`src/pcrlc_defs.vh`:
```
`ifndef PCRLC_DEFS_VH
`define PCRLC_DEFS_VH

// ----------------------------------------
// Timing
// ----------------------------------------
`define PCRLC_CLK_PERIOD_NS 25
`define PCRLC_RC2M_DIV 20
`define PCRLC_SLOW_DIV 64
`define PCRLC_STRETCH_PERIODS 256
`define PCRLC_SETTLE_NS 10000
`define PCRLC_SETTLE_CYC \
  ((`PCRLC_SETTLE_NS + `PCRLC_CLK_PERIOD_NS - 1) / `PCRLC_CLK_PERIOD_NS)
`define PCRLC_RECAL_RST 16'h0100

// ----------------------------------------
// Register offsets (byte addresses)
// ----------------------------------------
`define PCRLC_ADR_CTRL 8'h00
`define PCRLC_ADR_STATUS 8'h04
`define PCRLC_ADR_MASK 8'h08
`define PCRLC_ADR_STATE 8'h0c
`define PCRLC_ADR_RECAL 8'h10

// ----------------------------------------
// Control fields and reset value
// ----------------------------------------
`define PCRLC_CTRL_CPU_LSB 0
`define PCRLC_CTRL_LPDIV 2
`define PCRLC_CTRL_ACCURATE 3
`define PCRLC_CTRL_PSTATE_LSB 4
`define PCRLC_CTRL_CAP_LSB 6
`define PCRLC_CTRL_BOOST 9
`define PCRLC_CTRL_WIDTH 10
`define PCRLC_CTRL_RST 10'h000

// ----------------------------------------
// Event bits
// ----------------------------------------
`define PCRLC_EV_SUPPLY_LOW 0
`define PCRLC_EV_BANDGAP 1
`define PCRLC_EV_RST_DONE 2
`define PCRLC_EV_SEQ_ERR 3
`define PCRLC_EV_RECAL 4
`define PCRLC_EV_SETTLED 5
`define PCRLC_EV_WIDTH 6
`define PCRLC_MASK_RST 6'h00

// ----------------------------------------
// Encodings
// ----------------------------------------
`define PCRLC_CPU_RC26 2'h0
`define PCRLC_CPU_XO26 2'h1
`define PCRLC_CPU_RC2M 2'h2
`define PCRLC_PS_DOWN 2'h0
`define PCRLC_PS_CPU 2'h1
`define PCRLC_PS_LOWPWR 2'h2
`define PCRLC_PS_RADIO 2'h3

// Load capacitance in quarter pF
`define PCRLC_CAP_BASE_Q 6'h04
`define PCRLC_CAP_STEP_Q 6'h05
`define PCRLC_CAP_BOOST_Q 6'h14

`endif

```
`src/pcrlc_stretch.v`:
```
`timescale 1ns/10ps
`include "pcrlc_defs.vh"

module pcrlc_stretch #(
  parameter PERIODS = `PCRLC_STRETCH_PERIODS,
  parameter DIV = `PCRLC_SLOW_DIV,
  parameter CW = 14
) (
  // Clock and reset
  input wire clk,
  input wire srst,
  // Control
  input wire tick_2m,
  input wire hold,
  // Status
  output wire rst_active,
  output wire done_pulse
);

  localparam integer LAST_I = PERIODS * DIV - 1;
  localparam [CW-1:0] LAST = LAST_I[CW-1:0];

  reg [CW-1:0] cnt_ff;
  reg busy_ff;
  reg done_ff;

  // ----------------------------------------
  // Stretch counter
  // ----------------------------------------
  // Whole count in 2MHz ticks so a restart always gives a full period
  always @(posedge clk) begin
    if (srst) begin
      cnt_ff <= {CW{1'b0}};
      busy_ff <= 1'b1;
      done_ff <= 1'b0;
    end else begin
      done_ff <= 1'b0;
      if (hold) begin
        cnt_ff <= {CW{1'b0}};
        busy_ff <= 1'b1;
      end else if (busy_ff && tick_2m) begin
        if (cnt_ff == LAST) begin
          busy_ff <= 1'b0;
          done_ff <= 1'b1;
        end else begin
          cnt_ff <= cnt_ff + {{(CW-1){1'b0}}, 1'b1};
        end
      end
    end
  end

  assign rst_active = busy_ff;
  assign done_pulse = done_ff;

endmodule // pcrlc_stretch

```
`src/pcrlc_top.v`:
```
// Notes on behaviour
// - Stretch reset 256 periods of 2MHz/64
// - Supply-low flag high while rail low
// - Bandgap-drop flag high while reference low
// - Slow clock is 2MHz divided by 64
// - Slow clock stable 10us after request
// - Processor clock nominal 26MHz for core, peripherals
// - Crystal clock whenever radio or accuracy needed
// - 2MHz RC selectable as processor clock
// - Low-power clock feeds always-on domain
// - Low-power source: 2MHz or divided slow
// - Slow RC clock recalibrated during radio timing
// - Load cap 1.00pF plus 1.25pF per code
// - Boost bit adds 5pF load cap
// - Fused crystal trim applied after reset
// - Request low powers down; request high once reset is released enters processor-only
`timescale 1ns/10ps
`include "pcrlc_defs.vh"

module pcrlc_top #(
  parameter RC2M_DIV = `PCRLC_RC2M_DIV,
  parameter SLOW_DIV = `PCRLC_SLOW_DIV,
  parameter SETTLE_CYC = `PCRLC_SETTLE_CYC,
  parameter TRIM_W = 8
) (
  // Clock and reset
  input wire clk,
  input wire srst,
  // Wishbone slave
  input wire wb_cyc_i,
  input wire wb_stb_i,
  input wire wb_we_i,
  input wire [7:0] wb_adr_i,
  input wire [31:0] wb_dat_i,
  input wire [3:0] wb_sel_i,
  output wire [31:0] wb_dat_o,
  output wire wb_ack_o,
  output wire irq,
  // Pins and detectors
  input wire supply_low_det,
  input wire bandgap_drop_detect,
  input wire pwr_up_req,
  input wire io_supply,
  // Same-clock inputs
  input wire radio_busy,
  input wire [TRIM_W-1:0] fuse_xo_trim,
  // Reset and clock control
  output wire chip_rst,
  output wire slow_clock_settled,
  output wire lp_clk_en,
  output wire [1:0] cpu_clk_sel,
  output wire [1:0] pwr_state,
  output wire [2:0] load_cap_code,
  output wire load_cap_boost,
  output wire [TRIM_W-1:0] xo_trim
);

  // ----------------------------------------
  // Functions
  // ----------------------------------------
  function [31:0] wmerge;
    input [31:0] old;
    input [31:0] din;
    input [3:0] sel;
    integer i;
    begin
      wmerge = old;
      for (i = 0; i < 4; i = i + 1) begin
        if (sel[i]) begin
          wmerge[i*8 +: 8] = din[i*8 +: 8];
        end
      end
    end
  endfunction

  // ----------------------------------------
  // Pin synchronisers
  // ----------------------------------------
  wire [3:0] pin_raw;
  wire [3:0] pin_s;
  assign pin_raw = {io_supply, pwr_up_req, bandgap_drop_detect,
                    supply_low_det};

  genvar g;
  generate
    for (g = 0; g < 4; g = g + 1) begin : g_sync
      reg meta_ff;
      reg sync_ff;
      always @(posedge clk) begin
        if (srst) begin
          meta_ff <= 1'b0;
          sync_ff <= 1'b0;
        end else begin
          meta_ff <= pin_raw[g];
          sync_ff <= meta_ff;
        end
      end
      assign pin_s[g] = sync_ff;
    end
  endgenerate

  wire supply_low_s;
  wire bandgap_s;
  wire req_s;
  wire io_s;
  assign supply_low_s = pin_s[0];
  assign bandgap_s = pin_s[1];
  assign req_s = pin_s[2];
  assign io_s = pin_s[3];

  reg supply_low_d_ff;
  reg bandgap_d_ff;
  reg req_d_ff;
  reg io_d_ff;
  always @(posedge clk) begin
    if (srst) begin
      supply_low_d_ff <= 1'b0;
      bandgap_d_ff <= 1'b0;
      req_d_ff <= 1'b0;
      io_d_ff <= 1'b0;
    end else begin
      supply_low_d_ff <= supply_low_s;
      bandgap_d_ff <= bandgap_s;
      req_d_ff <= req_s;
      io_d_ff <= io_s;
    end
  end

  wire req_rise;
  wire req_fall;
  wire io_fall;
  assign req_rise = req_s & ~req_d_ff;
  assign req_fall = ~req_s & req_d_ff;
  assign io_fall = ~io_s & io_d_ff;

  // ----------------------------------------
  // 2MHz and slow tick dividers
  // ----------------------------------------
  reg [4:0] div2m_ff;
  reg tick2m_ff;
  reg [5:0] div_slow_ff;
  reg tick_slow_ff;
  always @(posedge clk) begin
    if (srst) begin
      div2m_ff <= 5'h00;
      tick2m_ff <= 1'b0;
      div_slow_ff <= 6'h00;
      tick_slow_ff <= 1'b0;
    end else begin
      tick2m_ff <= 1'b0;
      tick_slow_ff <= 1'b0;
      if (div2m_ff == RC2M_DIV[4:0] - 5'h01) begin
        div2m_ff <= 5'h00;
        tick2m_ff <= 1'b1;
      end else begin
        div2m_ff <= div2m_ff + 5'h01;
      end
      if (tick2m_ff) begin
        if (div_slow_ff == SLOW_DIV[5:0] - 6'h01) begin
          div_slow_ff <= 6'h00;
          tick_slow_ff <= 1'b1;
        end else begin
          div_slow_ff <= div_slow_ff + 6'h01;
        end
      end
    end
  end

  // ----------------------------------------
  // Reset stretch
  // ----------------------------------------
  wire stretch_busy;
  wire stretch_done;
  pcrlc_stretch #(
    .PERIODS(`PCRLC_STRETCH_PERIODS),
    .DIV(SLOW_DIV),
    .CW(14)
  ) u_stretch (
    .clk(clk),
    .srst(srst),
    .tick_2m(tick2m_ff),
    .hold(supply_low_s | bandgap_s),
    .rst_active(stretch_busy),
    .done_pulse(stretch_done)
  );

  reg chip_rst_ff;
  always @(posedge clk) begin
    if (srst) begin
      chip_rst_ff <= 1'b1;
    end else begin
      chip_rst_ff <= stretch_busy | supply_low_s | bandgap_s;
    end
  end

  // ----------------------------------------
  // Registers
  // ----------------------------------------
  reg [`PCRLC_CTRL_WIDTH-1:0] ctrl_ff;
  reg [`PCRLC_EV_WIDTH-1:0] status_ff;
  reg [`PCRLC_EV_WIDTH-1:0] mask_ff;
  reg [15:0] recal_per_ff;
  reg [31:0] rdata_ff;
  reg ack_ff;
  reg irq_ff;

  wire bus_req;
  wire bus_wr;
  wire bus_rd;
  assign bus_req = wb_cyc_i & wb_stb_i & ~ack_ff;
  assign bus_wr = bus_req & wb_we_i;
  assign bus_rd = bus_req & ~wb_we_i;

  wire [1:0] cpu_req;
  wire lp_div_sel;
  wire accurate_req;
  wire [1:0] pstate_req;
  assign cpu_req = ctrl_ff[`PCRLC_CTRL_CPU_LSB +: 2];
  assign lp_div_sel = ctrl_ff[`PCRLC_CTRL_LPDIV];
  assign accurate_req = ctrl_ff[`PCRLC_CTRL_ACCURATE];
  assign pstate_req = ctrl_ff[`PCRLC_CTRL_PSTATE_LSB +: 2];

  // ----------------------------------------
  // Power state
  // ----------------------------------------
  reg [1:0] pstate_ff;
  reg [1:0] nxt_pstate;
  always @* begin
    nxt_pstate = pstate_ff;
    case (pstate_ff)
      `PCRLC_PS_DOWN: begin
        // Level, so a request raised during the reset pulse is kept
        if (req_s && !chip_rst_ff) begin
          nxt_pstate = `PCRLC_PS_CPU;
        end
      end
      `PCRLC_PS_CPU, `PCRLC_PS_LOWPWR, `PCRLC_PS_RADIO: begin
        if (pstate_req != `PCRLC_PS_DOWN) begin
          nxt_pstate = pstate_req;
        end
      end
      default: begin
        nxt_pstate = `PCRLC_PS_DOWN;
      end
    endcase
    if (!req_s || chip_rst_ff) begin
      nxt_pstate = `PCRLC_PS_DOWN;
    end
  end

  always @(posedge clk) begin
    if (srst) begin
      pstate_ff <= `PCRLC_PS_DOWN;
    end else begin
      pstate_ff <= nxt_pstate;
    end
  end

  // ----------------------------------------
  // Slow clock settle timer
  // ----------------------------------------
  reg [15:0] settle_cnt_ff;
  reg settled_ff;
  reg settle_ev;
  always @(posedge clk) begin
    if (srst) begin
      settle_cnt_ff <= 16'h0000;
      settled_ff <= 1'b0;
      settle_ev <= 1'b0;
    end else begin
      settle_ev <= 1'b0;
      if (!req_s || req_rise) begin
        settle_cnt_ff <= 16'h0000;
        settled_ff <= 1'b0;
      end else if (!settled_ff) begin
        if (settle_cnt_ff == SETTLE_CYC[15:0] - 16'h0001) begin
          settled_ff <= 1'b1;
          settle_ev <= 1'b1;
        end else begin
          settle_cnt_ff <= settle_cnt_ff + 16'h0001;
        end
      end
    end
  end

  // ----------------------------------------
  // Clock selection
  // ----------------------------------------
  // Radio activity forces the crystal regardless of software choice
  wire radio_on;
  assign radio_on = radio_busy | (pstate_ff == `PCRLC_PS_RADIO);

  reg [1:0] cpu_sel_ff;
  reg [1:0] nxt_cpu_sel;
  always @* begin
    nxt_cpu_sel = `PCRLC_CPU_RC26;
    if (radio_on || accurate_req) begin
      nxt_cpu_sel = `PCRLC_CPU_XO26;
    end else if (cpu_req == `PCRLC_CPU_RC2M) begin
      nxt_cpu_sel = `PCRLC_CPU_RC2M;
    end else if (cpu_req == `PCRLC_CPU_XO26) begin
      nxt_cpu_sel = `PCRLC_CPU_XO26;
    end
  end

  reg lp_en_ff;
  always @(posedge clk) begin
    if (srst) begin
      cpu_sel_ff <= `PCRLC_CPU_RC26;
      lp_en_ff <= 1'b0;
    end else begin
      cpu_sel_ff <= nxt_cpu_sel;
      // Always-on domain enable, only once the slow clock is trusted
      lp_en_ff <= (lp_div_sel ? tick_slow_ff : tick2m_ff) &
                  settled_ff;
    end
  end

  // ----------------------------------------
  // Recalibration reminder
  // ----------------------------------------
  reg [15:0] recal_cnt_ff;
  reg recal_ev;
  always @(posedge clk) begin
    if (srst) begin
      recal_cnt_ff <= 16'h0000;
      recal_ev <= 1'b0;
    end else begin
      recal_ev <= 1'b0;
      if (!(lp_div_sel && radio_on)) begin
        recal_cnt_ff <= 16'h0000;
      end else if (tick_slow_ff) begin
        if (recal_cnt_ff >= recal_per_ff - 16'h0001) begin
          recal_cnt_ff <= 16'h0000;
          recal_ev <= 1'b1;
        end else begin
          recal_cnt_ff <= recal_cnt_ff + 16'h0001;
        end
      end
    end
  end

  // ----------------------------------------
  // Crystal trim and load capacitance
  // ----------------------------------------
  reg [TRIM_W-1:0] trim_ff;
  reg trim_loaded_ff;
  reg [5:0] cap_q_ff;
  always @(posedge clk) begin
    if (srst) begin
      trim_ff <= {TRIM_W{1'b0}};
      trim_loaded_ff <= 1'b0;
      cap_q_ff <= `PCRLC_CAP_BASE_Q;
    end else begin
      // Fuses are sampled once, after reset release
      if (!trim_loaded_ff) begin
        trim_ff <= fuse_xo_trim;
        trim_loaded_ff <= 1'b1;
      end
      cap_q_ff <= `PCRLC_CAP_BASE_Q +
        ({3'h0, ctrl_ff[`PCRLC_CTRL_CAP_LSB +: 3]} *
         `PCRLC_CAP_STEP_Q) +
        (ctrl_ff[`PCRLC_CTRL_BOOST] ? `PCRLC_CAP_BOOST_Q : 6'h00);
    end
  end

  // ----------------------------------------
  // Events
  // ----------------------------------------
  wire [`PCRLC_EV_WIDTH-1:0] ev_set;
  assign ev_set[`PCRLC_EV_SUPPLY_LOW] = supply_low_s & ~supply_low_d_ff;
  assign ev_set[`PCRLC_EV_BANDGAP] = bandgap_s & ~bandgap_d_ff;
  assign ev_set[`PCRLC_EV_RST_DONE] = stretch_done;
  // Ordering faults by the outside party are reported, not blocked
  assign ev_set[`PCRLC_EV_SEQ_ERR] = (req_rise & ~io_s) |
                                     (io_fall & req_s);
  assign ev_set[`PCRLC_EV_RECAL] = recal_ev;
  assign ev_set[`PCRLC_EV_SETTLED] = settle_ev;

  wire [31:0] state_word;
  assign state_word = {10'h000, trim_ff[7:0], cap_q_ff, cpu_sel_ff,
                       pstate_ff, settled_ff, chip_rst_ff, bandgap_s,
                       supply_low_s};

  // ----------------------------------------
  // Wishbone slave
  // ----------------------------------------
  reg [31:0] nxt_rdata;
  always @* begin
    case (wb_adr_i)
      `PCRLC_ADR_CTRL: nxt_rdata = {22'h000000, ctrl_ff};
      `PCRLC_ADR_STATUS: nxt_rdata = {26'h0000000, status_ff};
      `PCRLC_ADR_MASK: nxt_rdata = {26'h0000000, mask_ff};
      `PCRLC_ADR_STATE: nxt_rdata = state_word;
      `PCRLC_ADR_RECAL: nxt_rdata = {16'h0000, recal_per_ff};
      default: nxt_rdata = 32'h00000000;
    endcase
  end

  wire [31:0] ctrl_w;
  wire [31:0] mask_w;
  wire [31:0] recal_w;
  assign ctrl_w = wmerge({22'h000000, ctrl_ff}, wb_dat_i, wb_sel_i);
  assign mask_w = wmerge({26'h0000000, mask_ff}, wb_dat_i, wb_sel_i);
  assign recal_w = wmerge({16'h0000, recal_per_ff}, wb_dat_i, wb_sel_i);

  always @(posedge clk) begin
    if (srst) begin
      ctrl_ff <= `PCRLC_CTRL_RST;
      mask_ff <= `PCRLC_MASK_RST;
      recal_per_ff <= `PCRLC_RECAL_RST;
      status_ff <= {`PCRLC_EV_WIDTH{1'b0}};
      rdata_ff <= 32'h00000000;
      ack_ff <= 1'b0;
      irq_ff <= 1'b0;
    end else begin
      ack_ff <= bus_req;
      if (bus_rd) begin
        rdata_ff <= nxt_rdata;
      end
      if (bus_wr && wb_adr_i == `PCRLC_ADR_CTRL) begin
        ctrl_ff <= ctrl_w[`PCRLC_CTRL_WIDTH-1:0];
      end
      if (bus_wr && wb_adr_i == `PCRLC_ADR_MASK) begin
        mask_ff <= mask_w[`PCRLC_EV_WIDTH-1:0];
      end
      if (bus_wr && wb_adr_i == `PCRLC_ADR_RECAL) begin
        recal_per_ff <= (recal_w[15:0] == 16'h0000) ? 16'h0001 :
                        recal_w[15:0];
      end
      // A new event in the clearing cycle survives the read
      if (bus_rd && wb_adr_i == `PCRLC_ADR_STATUS) begin
        status_ff <= ev_set;
      end else begin
        status_ff <= status_ff | ev_set;
      end
      irq_ff <= |(status_ff & mask_ff);
    end
  end

  // ----------------------------------------
  // Outputs
  // ----------------------------------------
  assign wb_dat_o = rdata_ff;
  assign wb_ack_o = ack_ff;
  assign irq = irq_ff;
  assign chip_rst = chip_rst_ff;
  assign slow_clock_settled = settled_ff;
  assign lp_clk_en = lp_en_ff;
  assign cpu_clk_sel = cpu_sel_ff;
  assign pwr_state = pstate_ff;
  assign load_cap_code = ctrl_ff[`PCRLC_CTRL_CAP_LSB +: 3];
  assign load_cap_boost = ctrl_ff[`PCRLC_CTRL_BOOST];
  assign xo_trim = trim_ff;

endmodule // pcrlc_top

```
`config.mk`:
```
export PLATFORM = sky130hd
export DESIGN_NAME = pcrlc_top
export DESIGN_NICKNAME = d
export VERILOG_FILES = /design/src/pcrlc_stretch.v /design/src/pcrlc_top.v
export VERILOG_INCLUDE_DIRS = /design/src
export SDC_FILE = /design/constraint.sdc
export NUM_CORES = 1
export LEC_CHECK = 0
export BUFFER_PORTS_ARGS = -buffer_cell sky130_fd_sc_hd__buf_2
export CAP_MARGIN = 20
export CORE_MARGIN = 10
export CORE_UTILIZATION = 61
export DETAILED_ROUTE_END_ITERATION = 6
export HOLD_SLACK_MARGIN = 0.02
export PLACE_DENSITY = 0.89
export SYNTH_ARGS = -nofsm -noshare
export SYNTH_HDL_FRONTEND = slang
export SYNTH_SLANG_ARGS = --single-unit
```
`constraint.sdc`:
```
create_clock -name clk -period 6.8 [get_ports clk]
set_clock_uncertainty 0.15 [all_clocks]
set_input_delay 0.68 -clock clk [delete_from_list [all_inputs] [get_ports clk]]
set_output_delay 0.68 -clock clk [all_outputs]
set_load 0.05 [all_outputs]
```
# Word-level counts from Yosys, hierarchy flattened
# Index checks and enable logic that the tools add are counted.
# classes
eq_ne,15
add_sub_neg,8
muxes,22
n_reduce_logical,35
n_mul,1
magnitude_cmp,1
bitwise_logic,31
# ops
op,n
22-bit case mux with 5 select lines,1
16-bit by 1-bit adder with 16-bit output (second input constant),2
16-bit 2-to-1 mux,2
16-bit by 9-bit == test with 1-bit output (second input constant),1
8-bit by 4-bit == test with 1-bit output (second input constant),2
16-bit greater-or-equal comparator,1
16-bit zero test,1
8-bit 2-to-1 mux,2
16-bit by 1-bit subtractor with 16-bit output (second input constant),1
14-bit by 1-bit adder with 14-bit output (second input constant),1
14-bit == test (second input constant),1
2-bit AND reduction,7
2-bit OR reduction,7
1-bit NOT,13
6-bit 2-to-1 mux,2
3-bit OR reduction,4
1-bit bitwise AND,11
1-bit 2-to-1 mux,10
8-bit by 3-bit == test with 1-bit output (second input constant),1
8-bit by 5-bit == test with 1-bit output (second input constant),1
8-bit zero test,1
1-bit logical AND,7
3-bit by 6-bit adder with 6-bit output (first input constant),1
6-bit by 1-bit adder with 6-bit output (second input constant),1
19 further kinds,32
# totals
inputBits,62
output_inout_bits,53
reg_bits,169
word_cells,153

# Longest topological paths before layout
# logic_depth
depth_word,6
ltp_mapped,13
mapped_depth_nobuf,12

# Hierarchy
# From an unflattened synthesis, not the netlist that was laid out.
# unflattened
cells_unflattened,855
area_unflattened_um2,7533.5
# by_module_without_submodules
module,instances,cells_each,area_each_um2
pcrlc_top,1,759,6722.7
pcrlc_stretch,1,96,810.8

# Worst setup path before layout
# No wires, ideal clock.
# synth_timing
kind,reg2reg
start,register recal_per_ff[0]
end,register recal_cnt_ff[15]
t_arrival_ns,3.209
n_path_buf,1
stages_incl_launch_ff,13
required_time_ns,6.535
setup_ns,0.115
setup_slack_ns,3.326
synth_period_minus_slack_ns,3.474
path_cell_list,dfxtp_1 or4_4 nor4_4 nand2_1 nor4_1 xnor2_1 ha_1 nand4_2 or4_1 o31a_1 a21oi_4 buf_8 nor2_2
# synth_via
elab_chain_len,3
# synth_lines
item,line_no,text
start: declaration,pcrlc_top.v:202,reg [15:0] recal_per_ff;
start signal: assignment,pcrlc_top.v:411,recal_per_ff <= `PCRLC_RECAL_RST;
start signal: assignment,pcrlc_top.v:428,recal_per_ff <= (recal_w[15:0] == 16'h0000) ? 16'h0001 :
16-bit by 1-bit subtractor with 16-bit output,pcrlc_top.v:333,if (recal_cnt_ff >= recal_per_ff - 16'h0001) begin
16-bit greater-or-equal comparator,pcrlc_top.v:333,
16-bit 2-to-1 mux,pcrlc_top.v:333,
end signal: assignment,pcrlc_top.v:337,recal_cnt_ff <= recal_cnt_ff + 16'h0001;
end: declaration,pcrlc_top.v:322,reg [15:0] recal_cnt_ff;
# No other way between the ends.
# A chain may end at the register's enable or synchronous reset.

# Worst setup path after layout
# layout_timing
start,register recal_per_ff[0]
end,register recal_cnt_ff[2]
# Same word-level chain as after synthesis.

==> flow_metrics.tcl <==
set metrics [dict create \
    ys_ff_latch 159 \
    post_cts_resized 0 \
    root_buffer "clkbuf_16" \
    maxCapViolCount 0 \
    min_path_cells 1 \
    syn_to_final_growth_pct 13.9 \
    critPathMaxStageDelay_ns 0.58 \
    worstSetupPathDepth 11 \
    drt-initial-drc-count 467 \
    synthArstFlopShare 0 \
    cp_slowest_cell "or4_4" \
    cp_cell_sequence "or4_4 > nor4_4 > nand2_1 > nor4_1 > xnor2_1 > ha_1 > nand4_2 > or4_1 > o31a_1 > a21oi_4 > nor2_1" \
    worstPathRequired_ns 6.94 \
    drc_errors 0 \
    fin_nets 962 \
    cp.arrival_ns 4.23 \
    row_count 40 \
    vias 6067 \
    synth-seq-area-share 0.431 \
    grt_start_max_net_pins 91 \
    synth_top_area_frac 0.431 \
    synth_edf_count 0 \
    dieArea_um2 16900 \
    wl_met1_mm 7.14 \
    cts_tree "built" \
    rsz0062_at_grt "false" \
    yosysTopAreaCell "dfxtp_1" \
    setup_viol 0 \
    initial_core_util 0.619 \
    top_layer "met4" \
    die_w_um 130 \
    place_area_um2 7800 \
    synth_ff_type "dfxtp_1" \
    wl_mm 17.7 \
    clkLatencyLatePin_ns 0.43 \
    slew_headroom 0.331 \
    p_leak_nw 3.59 \
    wl_met3_mm 1.21 \
    hold_viol 0 \
    io_buffer_count 86 \
    status "complete, no violations" \
    cts_buffers 17 \
    grt_pass1_wl_mm 28.6 \
    yosysWarnings 0 \
    fin_crit_sh 0.602 \
    maxSlewViolCount 0 \
    tightest_slew_ns 0.997 \
    grt_pass1_vias 5937 \
    wl_per_cell_um 17.2 \
    antenna_found_initial 0 \
    post-route-cell-area_um2 8400 \
    worst_setup_path_start_kind "register" \
    gp_congestion 0.849 \
    peakVddDrop_v 0.000275 \
    fin_crit_ns 4.10 \
    postSynthAreaPerCell_um2 9.20 \
    synth_area_um2 7380 \
    finalCoreUtilization 0.706 \
    io_pins 115 \
    gr-usage-all-layers 0.209 \
    coreArea_um2 11900 \
    gr-total-overflow 0 \
    post-cts-setup-buffers 0 \
    multi_input_area_um2 3930 \
    firstDrtPassIters 5 \
    clock-sinks 159 \
    final_antenna_net_count 0 \
    drive_above_1_share 0.176 \
    antenna_cells 0 \
    die_y_um 130 \
    clk_pin_slew_ns 0.06 \
    reg2reg_depth 11 \
    worstPathMaxFanout 15 \
    max_freq_mhz 244 \
    crit_family "simple AND/OR/NAND/NOR gates" \
    netlist_top_cells_area "dfxtp_1 43%, nor2_1 6.8%, mux2i_1 6.5%" \
    worstSetupPathType "register to register" \
    cts_hold_buffers 0 \
    h-tree-depth 4 \
    clk_path_buf_depth 2 \
    wl_met2_mm 8.85 \
    ys_types 64 \
    hold_path_class "register to register" \
    syn_inst 802 \
    vias_per_cell 5.89 \
    cp_num_buf_inv 0 \
    timing.hold.ws_ns 0.282 \
    endpoint_kind "register" \
    regArea_um2 3180 \
    dpl.hpwl_mm 11.9 \
    fill_cells 837 \
    tns_ns 0 \
    pwr_density_cell_nw_per_um2 239 \
]
==> cell families (layout without fill, tap and decap cells) <==
logic type,after synthesis,in the layout,synth area share
buffers and inverters,63,135,0.0405
muxes,55,55,0.0819
other,1,10,0.000508
AOI/OAI and AO/OA,93,93,0.0841
DFF,159,159,0.431
adders and majority gates,29,29,0.0512
xor gates and xnor gates,57,57,0.0677
and+or+nand+nor,345,345,0.243
==> final cells by class <==
class	instances	area share
repair buffers	88	0.0530
well taps	147	0.0219
flip-flops and latches	159	0.379
clock inverters	13	0.0195
inverters	16	0.00715
clock buffers	18	0.0523
multi-input cells	589	0.467
==> registers in the layout, indices dropped and copies added, names as in the netlist, 2 cells and up <==
name	flops
div_slow_ff	6
ctrl_ff	10
recal_per_ff	16
cap_q_ff	6
g_sync.sync_ff	3
g_sync.meta_ff	4
mask_ff	6
status_ff	6
u_stretch.cnt_ff	14
div2m_ff	5
xo_trim	8
settle_cnt_ff	16
recal_cnt_ff	16
wb_dat_o	22
cpu_clk_sel	2
pwr_state	2
==> path summary, 6_finish.rpt <==
path / start / end / slack [ns]
max: recal_per_ff[0] / recal_cnt_ff[2] / 2.70
min: g_sync[2].meta_ff / g_sync[2].sync_ff / 0.28
max reg2reg: recal_per_ff[0] / recal_cnt_ff[2] / 2.70
min reg2reg: g_sync[2].meta_ff / g_sync[2].sync_ff / 0.28
==> worst reg2reg max path, delay by kind of cell, from the launching register on <==
| family | cells | cell delay [ns] |
|---|---|---|
| DFF | 1 | 0.38 |
| and+or+nand+nor | 7 | 2.09 |
| xor gates and xnor gates | 1 | 0.12 |
| AOI/OAI and AO/OA | 2 | 0.85 |
| adders and majority gates | 1 | 0.35 |
==> routing by layer <==
metal | vias up | track usage
met5 | - | 0
met4 | 0 | 0.0893
met3 | 42 | 0.0515
met2 | 240 | 0.358
met1 | 2868 | 0.245
li1 | 2917 | -
==> layout by cell type (no fill, tap or decap), drive strengths merged, types with 20 or more instances in the layout <==
cell	n
nor2	144
dfxtp	159
nor3	23
buf	88
a22oi	26
a21oi	21
xor2	31
nor2b	22
xnor2	26
ha	27
nand2	47
nand3	23
mux2i	48
nand4	20
==> cells in the mapped netlist (10+ instances only) <==
cell type,count
xor2_1,31
ha_1,27
o21ai_0,17
and3_1,10
nor3_1,21
mux2i_1,48
xnor2_1,26
a21oi_1,20
nand2_1,45
a22o_1,10
nor2_1,134
nor2_2,10
nor2b_1,22
inv_1,16
nand3_1,22
clkbuf_1,29
dfxtp_1,159
nand4_1,19
buf_4,13
a22oi_1,26
==> where the power goes <==
group | total (mW) | switching, mW | internal (mW)
clock network | 0.969 | 0.384 | 0.585
logic | 0.0949 | 0.0673 | 0.0276
registers | 0.948 | 0.00758 | 0.941
==> stage by stage <==
stage / instances / setup WS (ns) / power [mW]
floorplan: 811 / 3.33 / 1.03
global placement: 999 / 2.95 / 1.06
detailed placement: 999 / 2.74 / 1.06
CTS: 1030 / 2.67 / 2.02
global route: 1030 / 2.49 / 2.07
finish: 1030 / 2.70 / 2.01
(Power assumes the default switching activity.)
